--- src/mem_pin_cfg.svh ---
// Constants for the dynamic memory pin interface
`ifndef MEM_PIN_CFG_SVH
`define MEM_PIN_CFG_SVH
`define DQ_W 16
`define ADDR_W 14
`define BANK_W 3
`define CS_NUM 2
`define STB_NUM 2
`define MASK_BEATS 4
// Row, column, write strobe codes (active low)
`define RCW_NOP 3'h7
`define RCW_ACT 3'h3
`define RCW_READ 3'h5
`define RCW_WRITE 3'h4
`define RCW_PRE 3'h2
`define RCW_REF 3'h1
`define RCW_LMR 3'h0
`define TMO_W 12
`define CLK_PERIOD_NS 25
`define RD_TIMEOUT_NS 2000
`define RD_TIMEOUT_CYC ((`RD_TIMEOUT_NS) / (`CLK_PERIOD_NS))
`endif

--- src/mem_pin_pkg.sv ---
// Types shared by the dynamic memory pin interface
`include "mem_pin_cfg.svh"
package mem_pin_pkg;
	typedef enum logic [2:0] {
		CMD_NOP, CMD_ACT, CMD_READ, CMD_WRITE, CMD_PRE, CMD_REF, CMD_LMR
	} mem_cmd_t;
	typedef struct packed {
		mem_cmd_t cmd;
		logic [`CS_NUM-1:0] cs;
		logic [`BANK_W-1:0] bank;
		logic [`ADDR_W-1:0] addr;
		logic [2*`DQ_W-1:0] wdata;
		logic [`MASK_BEATS-1:0] wmask;
	} mem_req_t;
	typedef struct packed {
		logic valid;
		logic err;
		logic [2*`DQ_W-1:0] data;
	} mem_rsp_t;
	typedef enum logic [1:0] {ST_IDLE, ST_CMD, ST_WDATA, ST_RDATA} ctl_state_t;
endpackage

--- src/pin_sync2.sv ---
// Two-flop synchroniser for pin inputs
`timescale 1ns/100ps
module pin_sync2 #(
	parameter int W = 1
) (
	input wire logic sys_clk_i,
	input wire logic sys_rst_i,
	input wire logic [W-1:0] async_i,
	output logic [W-1:0] sync_o
);
	logic [W-1:0] meta_q;
	logic [W-1:0] sync_q;
	always_ff @(posedge sys_clk_i or posedge sys_rst_i) begin
		if (sys_rst_i) begin
			meta_q <= '0;
			sync_q <= '0;
		end else begin
			meta_q <= async_i;
			sync_q <= meta_q;
		end
	end
	assign sync_o = sync_q;
endmodule

--- src/ddr_memory_pin_interface.sv ---
// Dynamic memory pin interface: command, clock, strobe and data pins
`timescale 1ns/100ps
`include "mem_pin_cfg.svh"
module ddr_memory_pin_interface #(
	parameter int RD_TMO = `RD_TIMEOUT_CYC
) (
	input wire logic sys_clk_i,
	input wire logic sys_rst_i,
	input wire logic req_valid_i,
	input wire mem_pin_pkg::mem_req_t req_i,
	output logic req_ready_o,
	output mem_pin_pkg::mem_rsp_t rsp_o,
	input wire logic diff_strobe_en_i,
	input wire logic mem_is_ddr3_i,
	input wire logic mem_reset_req_i,
	input wire logic clk_en_req_i,
	input wire logic term_req_i,
	output logic mem_clk_out_o,
	output logic mem_clk_out_n_o,
	output logic mem_clk_en_o,
	output logic [`CS_NUM-1:0] mem_chip_sel_n_o,
	output logic mem_row_strobe_n_o,
	output logic mem_col_strobe_n_o,
	output logic mem_write_en_n_o,
	output logic [`BANK_W-1:0] mem_bank_sel_o,
	output logic [`ADDR_W-1:0] mem_addr_o,
	input wire logic [`DQ_W-1:0] mem_data_i,
	output logic [`DQ_W-1:0] mem_data_o,
	output logic mem_data_oe_o,
	output logic mem_wmask_lo_o,
	output logic mem_wmask_hi_o,
	input wire logic [`STB_NUM-1:0] mem_strobe_i,
	output logic [`STB_NUM-1:0] mem_strobe_o,
	output logic mem_strobe_oe_o,
	output logic [`STB_NUM-1:0] mem_strobe_n_o,
	output logic mem_strobe_n_oe_o,
	output logic mem_term_en_o,
	output logic mem_reset_out_n_o
);

	function automatic logic [2:0] rcw_code(input mem_pin_pkg::mem_cmd_t c);
		unique case (c)
			mem_pin_pkg::CMD_ACT: rcw_code = `RCW_ACT;
			mem_pin_pkg::CMD_READ: rcw_code = `RCW_READ;
			mem_pin_pkg::CMD_WRITE: rcw_code = `RCW_WRITE;
			mem_pin_pkg::CMD_PRE: rcw_code = `RCW_PRE;
			mem_pin_pkg::CMD_REF: rcw_code = `RCW_REF;
			mem_pin_pkg::CMD_LMR: rcw_code = `RCW_LMR;
			default: rcw_code = `RCW_NOP;
		endcase
	endfunction

	mem_pin_pkg::ctl_state_t state_q, state_d;
	mem_pin_pkg::mem_req_t req_q, req_d;
	mem_pin_pkg::mem_rsp_t rsp_q, rsp_d;
	logic clk_q, clk_d, clk_n_q, ready_q, ready_d, take, stb_edge;
	logic [`CS_NUM-1:0] cs_n_q, cs_n_d;
	logic [2:0] rcw_q, rcw_d;
	logic [`BANK_W-1:0] bank_q, bank_d;
	logic [`ADDR_W-1:0] addr_q, addr_d;
	logic [`DQ_W-1:0] dq_q, dq_d, rd_lo_q, rd_lo_d;
	logic dq_oe_q, dq_oe_d, dqs_q, dqs_d, beat_q, beat_d;
	logic dm_lo_q, dm_lo_d, dm_hi_q, dm_hi_d;
	logic cke_q, odt_q, rst_n_q, stb_prev_q, dqs_n_q, dqs_n_oe_q;
	logic [`TMO_W-1:0] tmo_q, tmo_d;
	logic [`DQ_W+`STB_NUM-1:0] pin_sync;

	////////////////////////////////////////////////////////////////////
	// Pin input synchronisers and strobe edge finder
	pin_sync2 #(.W(`DQ_W + `STB_NUM)) pin_sync2_inst (
		.sys_clk_i(sys_clk_i),
		.sys_rst_i(sys_rst_i),
		.async_i({mem_strobe_i, mem_data_i}),
		.sync_o(pin_sync)
	);
	assign stb_edge = pin_sync[`DQ_W] != stb_prev_q;

	////////////////////////////////////////////////////////////////////
	// Command and data sequencer
	assign take = req_valid_i && ready_q;
	assign clk_d = ~clk_q;

	always_comb begin
		state_d = state_q;
		req_d = req_q;
		rsp_d = '0;
		cs_n_d = cs_n_q;
		rcw_d = rcw_q;
		bank_d = bank_q;
		addr_d = addr_q;
		dq_d = dq_q;
		dq_oe_d = 1'b0;
		dqs_d = 1'b0;
		dm_lo_d = 1'b0;
		dm_hi_d = 1'b0;
		beat_d = beat_q;
		rd_lo_d = rd_lo_q;
		tmo_d = tmo_q;
		unique case (state_q)
			mem_pin_pkg::ST_IDLE: begin
				if (take) begin
					req_d = req_i;
					cs_n_d = ~req_i.cs;
					rcw_d = rcw_code(req_i.cmd);
					bank_d = req_i.bank;
					addr_d = req_i.addr;
					state_d = mem_pin_pkg::ST_CMD;
				end
			end
			mem_pin_pkg::ST_CMD: begin
				if (clk_q) begin
					cs_n_d = '1;
					rcw_d = `RCW_NOP;
					beat_d = 1'b0;
					tmo_d = RD_TMO[`TMO_W-1:0];
					if (req_q.cmd == mem_pin_pkg::CMD_WRITE) begin
						dq_d = req_q.wdata[`DQ_W-1:0];
						dq_oe_d = 1'b1;
						dqs_d = 1'b1;
						dm_lo_d = req_q.wmask[0];
						dm_hi_d = req_q.wmask[1];
						state_d = mem_pin_pkg::ST_WDATA;
					end else if (req_q.cmd == mem_pin_pkg::CMD_READ) begin
						state_d = mem_pin_pkg::ST_RDATA;
					end else begin
						state_d = mem_pin_pkg::ST_IDLE;
					end
				end
			end
			mem_pin_pkg::ST_WDATA: begin
				if (!beat_q) begin
					dq_d = req_q.wdata[2*`DQ_W-1:`DQ_W];
					dq_oe_d = 1'b1;
					dm_lo_d = req_q.wmask[2];
					dm_hi_d = req_q.wmask[3];
					beat_d = 1'b1;
				end else begin
					state_d = mem_pin_pkg::ST_IDLE;
				end
			end
			mem_pin_pkg::ST_RDATA: begin
				tmo_d = tmo_q - `TMO_W'(1);
				if (stb_edge && !beat_q) begin
					rd_lo_d = pin_sync[`DQ_W-1:0];
					beat_d = 1'b1;
				end else if (stb_edge) begin
					rsp_d.valid = 1'b1;
					rsp_d.data = {pin_sync[`DQ_W-1:0], rd_lo_q};
					state_d = mem_pin_pkg::ST_IDLE;
				end else if (tmo_q == '0) begin
					rsp_d.err = 1'b1;
					state_d = mem_pin_pkg::ST_IDLE;
				end
			end
		endcase
		ready_d = (state_d == mem_pin_pkg::ST_IDLE) && clk_d;
	end

	always_ff @(posedge sys_clk_i or posedge sys_rst_i) begin
		if (sys_rst_i) begin
			state_q <= mem_pin_pkg::ST_IDLE;
			req_q <= '0;
			rsp_q <= '0;
			ready_q <= 1'b0;
			clk_q <= 1'b0;
			clk_n_q <= 1'b1;
			cs_n_q <= '1;
			rcw_q <= `RCW_NOP;
			bank_q <= '0;
			addr_q <= '0;
			dq_q <= '0;
			dq_oe_q <= 1'b0;
			dqs_q <= 1'b0;
			dm_lo_q <= 1'b0;
			dm_hi_q <= 1'b0;
			beat_q <= 1'b0;
			rd_lo_q <= '0;
			tmo_q <= '0;
			stb_prev_q <= 1'b0;
		end else begin
			state_q <= state_d;
			req_q <= req_d;
			rsp_q <= rsp_d;
			ready_q <= ready_d;
			clk_q <= clk_d;
			clk_n_q <= ~clk_d;
			cs_n_q <= cs_n_d;
			rcw_q <= rcw_d;
			bank_q <= bank_d;
			addr_q <= addr_d;
			dq_q <= dq_d;
			dq_oe_q <= dq_oe_d;
			dqs_q <= dqs_d;
			dm_lo_q <= dm_lo_d;
			dm_hi_q <= dm_hi_d;
			beat_q <= beat_d;
			rd_lo_q <= rd_lo_d;
			tmo_q <= tmo_d;
			stb_prev_q <= pin_sync[`DQ_W];
		end
	end

	////////////////////////////////////////////////////////////////////
	// Clock enable, termination, memory reset and complement strobe pins
	always_ff @(posedge sys_clk_i or posedge sys_rst_i) begin
		if (sys_rst_i) begin
			cke_q <= 1'b0;
			odt_q <= 1'b0;
			rst_n_q <= 1'b1;
			dqs_n_q <= 1'b0;
			dqs_n_oe_q <= 1'b0;
		end else begin
			cke_q <= clk_en_req_i;
			odt_q <= term_req_i;
			rst_n_q <= !(mem_is_ddr3_i && mem_reset_req_i);
			dqs_n_q <= ~dqs_d & diff_strobe_en_i;
			dqs_n_oe_q <= dq_oe_d & diff_strobe_en_i;
		end
	end

	////////////////////////////////////////////////////////////////////
	// Outputs
	assign req_ready_o = ready_q;
	assign rsp_o = rsp_q;
	assign mem_clk_out_o = clk_q;
	assign mem_clk_out_n_o = clk_n_q;
	assign mem_clk_en_o = cke_q;
	assign mem_chip_sel_n_o = cs_n_q;
	assign {mem_row_strobe_n_o, mem_col_strobe_n_o, mem_write_en_n_o} = rcw_q;
	assign mem_bank_sel_o = bank_q;
	assign mem_addr_o = addr_q;
	assign mem_data_o = dq_q;
	assign mem_data_oe_o = dq_oe_q;
	assign mem_wmask_lo_o = dm_lo_q;
	assign mem_wmask_hi_o = dm_hi_q;
	assign mem_strobe_o = {`STB_NUM{dqs_q}};
	assign mem_strobe_oe_o = dq_oe_q;
	assign mem_strobe_n_o = {`STB_NUM{dqs_n_q}};
	assign mem_strobe_n_oe_o = dqs_n_oe_q;
	assign mem_term_en_o = odt_q;
	assign mem_reset_out_n_o = rst_n_q;
endmodule

--- config.mk ---
export PLATFORM = sky130hd
export DESIGN_NAME = ddr_memory_pin_interface
export DESIGN_NICKNAME = d
export VERILOG_FILES = /design/src/mem_pin_pkg.sv /design/src/pin_sync2.sv /design/src/ddr_memory_pin_interface.sv
export VERILOG_INCLUDE_DIRS = /design/src
export SDC_FILE = /design/constraint.sdc
export NUM_CORES = 1
export LEC_CHECK = 0
export BUFFER_PORTS_ARGS = -buffer_cell sky130_fd_sc_hd__buf_2
export CAP_MARGIN = 0
export CELL_PAD_IN_SITES_DETAIL_PLACEMENT = 0
export CELL_PAD_IN_SITES_GLOBAL_PLACEMENT = 1
export CORE_MARGIN = 2
export CORE_UTILIZATION = 42
export CTS_CLUSTER_DIAMETER = 50
export CTS_CLUSTER_SIZE = 12
export DETAILED_ROUTE_END_ITERATION = 8
export PLACE_DENSITY_LB_ADDON = 0.3
export SYNTH_ARGS = -nofsm -noshare
export SYNTH_HDL_FRONTEND = slang
export SYNTH_SLANG_ARGS = --single-unit
--- constraint.sdc ---
create_clock -name sys_clk_i -period 8.5 [get_ports sys_clk_i]
set_clock_uncertainty 0.1 [all_clocks]
set_input_delay 1.275 -clock sys_clk_i [delete_from_list [all_inputs] [get_ports sys_clk_i]]
set_output_delay 1.275 -clock sys_clk_i [all_outputs]
set_load 0.005 [all_outputs]
== Word level (Yosys, flattened, before mapping) ==
Cells that the tools add are included.

* Flip-flop bits (word level): 189
* Input bits: 84
* Output and inout bits: 87
* Word-level logic and storage cells: 116

* Add/sub/neg operators: 1
* Equal/unequal tests: 17
* Muxes and demuxes: 44
* Bitwise operators: 5
* Reductions and logical operators: 19

{| class="wikitable"
|+ Operators by type and width
! operator !! count
|-
| $mux W34 || 2
|-
| $mux W16 || 3
|-
| $mux W32 || 1
|-
| $pmux W16 S2 || 1
|-
| $pmux W12 S2 || 1
|-
| $mux W2 || 10
|-
| $pmux W3 S6 || 1
|-
| $mux W1 || 15
|-
| $eq A3 B2 Y1 const B || 4
|-
| $logic_not A12 Y1 || 1
|-
| $mux W12 || 1
|-
| $sub A12 B1 Y12 const B || 1
|-
| $ne A2 B2 Y1 const B || 5
|-
| $eq A3 B3 Y1 const B || 3
|-
| $pmux W2 S4 || 1
|-
| $mux W3 || 2
|-
| $pmux W1 S2 || 3
|-
| $pmux W3 S2 || 1
|-
| $reduce_and A2 Y1 || 3
|-
| $reduce_and A3 Y1 || 2
|-
| $reduce_bool A2 Y1 || 3
|-
| $eq A2 B2 Y1 const B || 2
|-
| $logic_and A1 B1 Y1 || 4
|-
| $logic_not A2 Y1 || 2
|-
| 11 further kinds || 14
|}

== Longest topological paths before layout ==
* Depth after elaboration: 7
* Gate-level depth with buffers: 8
* Mapped depth without buffers: 6

== Modules after synthesis ==
From an unflattened synthesis, not the netlist that was laid out.

* Cell total of the unflattened synthesis: 494
* Area total of the unflattened synthesis: 7019.2 um^2

{| class="wikitable"
|+ By module, submodules not included
! module !! instances !! cells each !! area each (um^2) !! sequential area each (um^2)
|-
| ddr_memory_pin_interface || 1 || 457 || 6114.6 || 3887.5
|-
| pin_sync2 || 1 || 37 || 904.6 || 900.9
|}

== Worst setup path before layout ==
Ideal clock, no wire load.

* Kind: input port to flip-flop
* From: in req_valid_i
* To: reg addr_q[0], in the netlist mem_addr_o[0]
* Setup time: 0.125 ns
* Data arrival time: 2.269 ns
* Required time: 8.275 ns
* Path slack: 6.007 ns
* Stages: 4
* Path buffers: 2
* Cell sequence: nand3_1 clkbuf_1 buf_2 mux2_2

* Word-level cells in the longest chain between the ends: 2

{| class="wikitable"
|+ Ends and longest elaborated chain
! element !! RTL line !! source
|-
| start, declared || ddr_memory_pin_interface.sv:9 || <nowiki>input wire logic req_valid_i,</nowiki>
|-
| $logic_and A1 B1 Y1 || ddr_memory_pin_interface.sv:80 || <nowiki>assign take = req_valid_i && ready_q;</nowiki>
|-
| $reduce_and A2 Y1 (no line) || -- ||
|-
| end signal, assigned || ddr_memory_pin_interface.sv:190 || <nowiki>addr_q <= addr_d;</nowiki>
|-
| end, declared || ddr_memory_pin_interface.sv:60 || <nowiki>logic [`ADDR_W-1:0] addr_q, addr_d;</nowiki>
|}

No other way between the ends.
A chain may end at the register's enable or synchronous reset.

==> key figures <==
Run status
  • Status: finished, final reports clean

Die
  • Die area: 17800 um^2
  • Die X-Extent: around 130 um
  • Rows: between 40 and 50
  • Die Y: 133 um
  • Core area: 16500 um^2
  • IO Pins: 171
  • Initial Utilization: 0.426

Layout
  • P&R area growth vs syn: 23.8%
  • Layout cell share with drive strength beyond 1: 0.431
  • Area of the multi-input gates: 2140 um^2
  • Fill cells: 1430
  • FF/Latch Area: 4740 um^2
  • Nets: 758

CTS
  • Postcts setup bufs: 0
  • Worst skew pair latency: 430 ps
  • CTS Buf Count: 17
  • CTS Buffer Depth: 2
  • CTS Root Buffer Type: clkbuf_16
  • TritonCTS clock tree: built
  • CTS sink count: between 150 and 200
  • Hold-fix buffers at CTS: 0
  • H-tree Lvls: 4
  • Clock transition at path regs: 70 ps
  • Post-CTS resize count: 0

Synth
  • Syn Nets: 589
  • Synth Cell Area: 7010 um^2
  • Post-Syn Instances: between 400 and 500
  • Async S/R FF share, synth: 1.00
  • Ys Warns: 0
  • Distinct cell type count after synthesis: between 40 and 50
  • EDFF count, synth: 0
  • Synth Area per Inst: 14.1 um^2
  • Post-synth top flop: dfrtp_1
  • Largest area contributor in the synthesized netlist: dfrtp_1
  • Number of synthesized register bits: 189
  • Register area share after synthesis: 0.676
  • Dominant cells by area after synthesis: dfrtp_1, mux2_2, and2_1
  • Yosys top cell area share: 0.649

Global route
  • Initial antenna violation count: 1
  • Global route overflow: 0
  • Vias in the first global route: 4494
  • Pin count of the biggest net entering global routing: just over 100
  • Wire length of the first global-routing pass: 21.8 mm
  • Global Route Usage Sum: 0.157

Pwr
  • Logic pwr share: 0.274
  • Internal cell power: 2.01 mW
  • Seq pwr share: 0.448
  • Clk pwr share: 0.278
  • Switching Share: 0.306
  • Power Dens Cells: 334 nW/um^2
  • Psw: between 0.8 and 0.9 mW
  • Leakage: 4.20 nW
  • Worst VDD drop: 0.000179 V

Placed design
  • HPWL Detailed: slightly above 9 mm
  • Gpl congestion: 0.705
  • PortBufs: around 170

Route
  • Vias/cell: 4.81
  • DR iter-0 viols: 160
  • Antenna-violating nets left: 0
  • Via count: between 4000 and 5000
  • Total wire length: approximately 13 mm
  • Drt pass-1 iters: 4
  • Post-route DRC violation count: 0
  • Wire per inst: 14.8 um

STA
  • Worst hold slack: roughly 250 ps
  • Tcrit/Tclk final: 0.305
  • Setup TNS: 0 ps
  • Slew headroom: 0.293
  • Highest clock rate: 386 MHz
  • Endpoints failing setup: 0
  • RSZ-0062 raised after global routing: no
  • Endpoints failing hold: 0
  • Clock period minus worst slack: 2590 ps
  • Slew Limit Fails: 0
  • Worst-Margin Slew: 1060 ps

Critical path
  • Crit path arrival time: 2880 ps
  • CP max-delay cell: buf_4
  • R2R Setup Slk: slightly above 6000 ps
  • CP required: 8790 ps
  • Critical path origin: sys_rst_i
  • Critical path type: in2async
  • Critical path launch point type: input port
  • Reg2reg end: tmo_q[9]
  • CP Max Fanout: between 100 and 150
  • Max stage delay on crit path: 930 ps
  • Worst Setup EP: rd_lo_q[0]
  • Cell Chain, Critical Path: buf_2 > inv_8 > buf_4
  • Critical R2R Launch: state_q[1]
  • Crit end category: asynchronous set/reset pin
  • FF-to-FF path depth: 6

Job
  • Max-Cap Viols: 0

Worst hold path
  • Min-delay worst type: reg2reg
[state kept, by name, indices dropped and copies added (netlist names), 2 cells and up]
signal	flops
pin_sync2_inst.meta_q	17
rsp_o	34
req_q	39
mem_bank_sel_o	3
tmo_q	12
pin_sync2_inst.sync_o	17
mem_addr_o	14
mem_data_o	16
mem_chip_sel_n_o	2
rcw_q	3
state_q	2
rd_lo_q	16
[power groups by stage]
| stage | logic [mW] | clock network [mW] | registers (mW) |
|---|---|---|---|
| after floorplan | 0.555 | 0 | 1.30 |
| after global placement | 0.777 | 0 | 1.30 |
| after detailed placement | 0.808 | 0 | 1.32 |
| after CTS | 0.809 | 0.831 | 1.30 |
| after global routing | 0.879 | 0.870 | 1.34 |
| final | 0.794 | 0.806 | 1.30 |
[logic make-up (layout without fill, tap and decap cells)]
group | Yosys count | in the layout | synth area share
other | 0 | 1 | 0
buffers and inverters | 32 | 214 | 0.0214
muxes | 90 | 90 | 0.141
and+or+nand+nor | 113 | 113 | 0.0895
DFF | 189 | 189 | 0.676
adders and majority gates | 7 | 7 | 0.0125
xor gates and xnor gates | 9 | 9 | 0.0112
AOI/OAI and AO/OA | 58 | 58 | 0.0483
[worst max-delay path: cells and delay by family]
| kind | cells | cell delay [ps] |
|---|---|---|
| buffers and inverters | 3 | 1530 |
[layout make-up]
type / count / area share
timing repair buffer: 174 / 0.102
clock inverter: 14 / 0.0205
inverter: 8 / 0.00432
antenna: 1 / 0.000288
clock buffer: 18 / 0.0494
tap: 220 / 0.0317
multi-input combinational: 277 / 0.246
sequential: 189 / 0.546
[synthesized netlist by cell type (all sizes together), types with 5 or more instances]
cell      n
nand3     5
mux2     73
inv       8
ha        7
dfstp     7
or3       5
xor2      5
o21ai    12
mux2i    17
nor2     31
buf      15
clkbuf    9
nand2    14
and2     34
dfrtp   182
a21oi    29
nor2b     5
[metal layers]
layer / part of all wire / global-route usage
met3: 0.066 / 0.0571
met1: 0.41 / 0.182
met4: 0.017 / 0.0626
met5: 0 / 0
met2: 0.51 / 0.265
[how the worst min path moves through the flow]
| stage | startpoint | end | slack [ps] | depth (start not counted) |
|---|---|---|---|---|
| finish | pin_sync2_inst.meta_q[13] | pin_sync2_inst.sync_o[13] | 250 | 0 |
| global route | pin_sync2_inst.meta_q[12] | pin_sync2_inst.sync_o[12] | 260 | 0 |
| CTS | pin_sync2_inst.meta_q[15] | pin_sync2_inst.sync_o[15] | 250 | 0 |
| detailed placement | pin_sync2_inst.meta_q[15] | pin_sync2_inst.sync_o[15] | 240 | 0 |
| global placement | pin_sync2_inst.meta_q[14] | pin_sync2_inst.sync_o[14] | 230 | 0 |
| floorplan | pin_sync2_inst.meta_q[0] | pin_sync2_inst.sync_o[0] | 230 | 0 |
[stage by stage]
step / cell area (um^2) / setup WS [ps] / power, mW / utilization / instances
after floorplan: 7010 / 1990 / 1.85 / - / 498
after global placement: 8070 / 5360 / 2.08 / 0.490 / 868
after detailed placement: 8070 / 5320 / 2.12 / 0.490 / 868
after CTS: 8680 / 5800 / 2.94 / 0.527 / 900
after global routing: 8680 / 5570 / 3.08 / 0.527 / 900
final: 8680 / 5910 / 2.90 / 0.527 / 901
[cell usage in the layout, fill, tap and decap left out, types with 5 or more instances in the layout]
cell	count
xor2_1	5
dfstp_2	7
nor2b_1	5
dfrtp_1	182
clkbuf_16	17
buf_2	169
o21ai_0	12
mux2i_1	17
nor2_1	31
inv_1	7
and2_1	34
a21oi_1	29
nand2_1	14
mux2_2	73
buf_4	5
ha_1	7
Note: power is estimated with default switching activity, not from simulation.
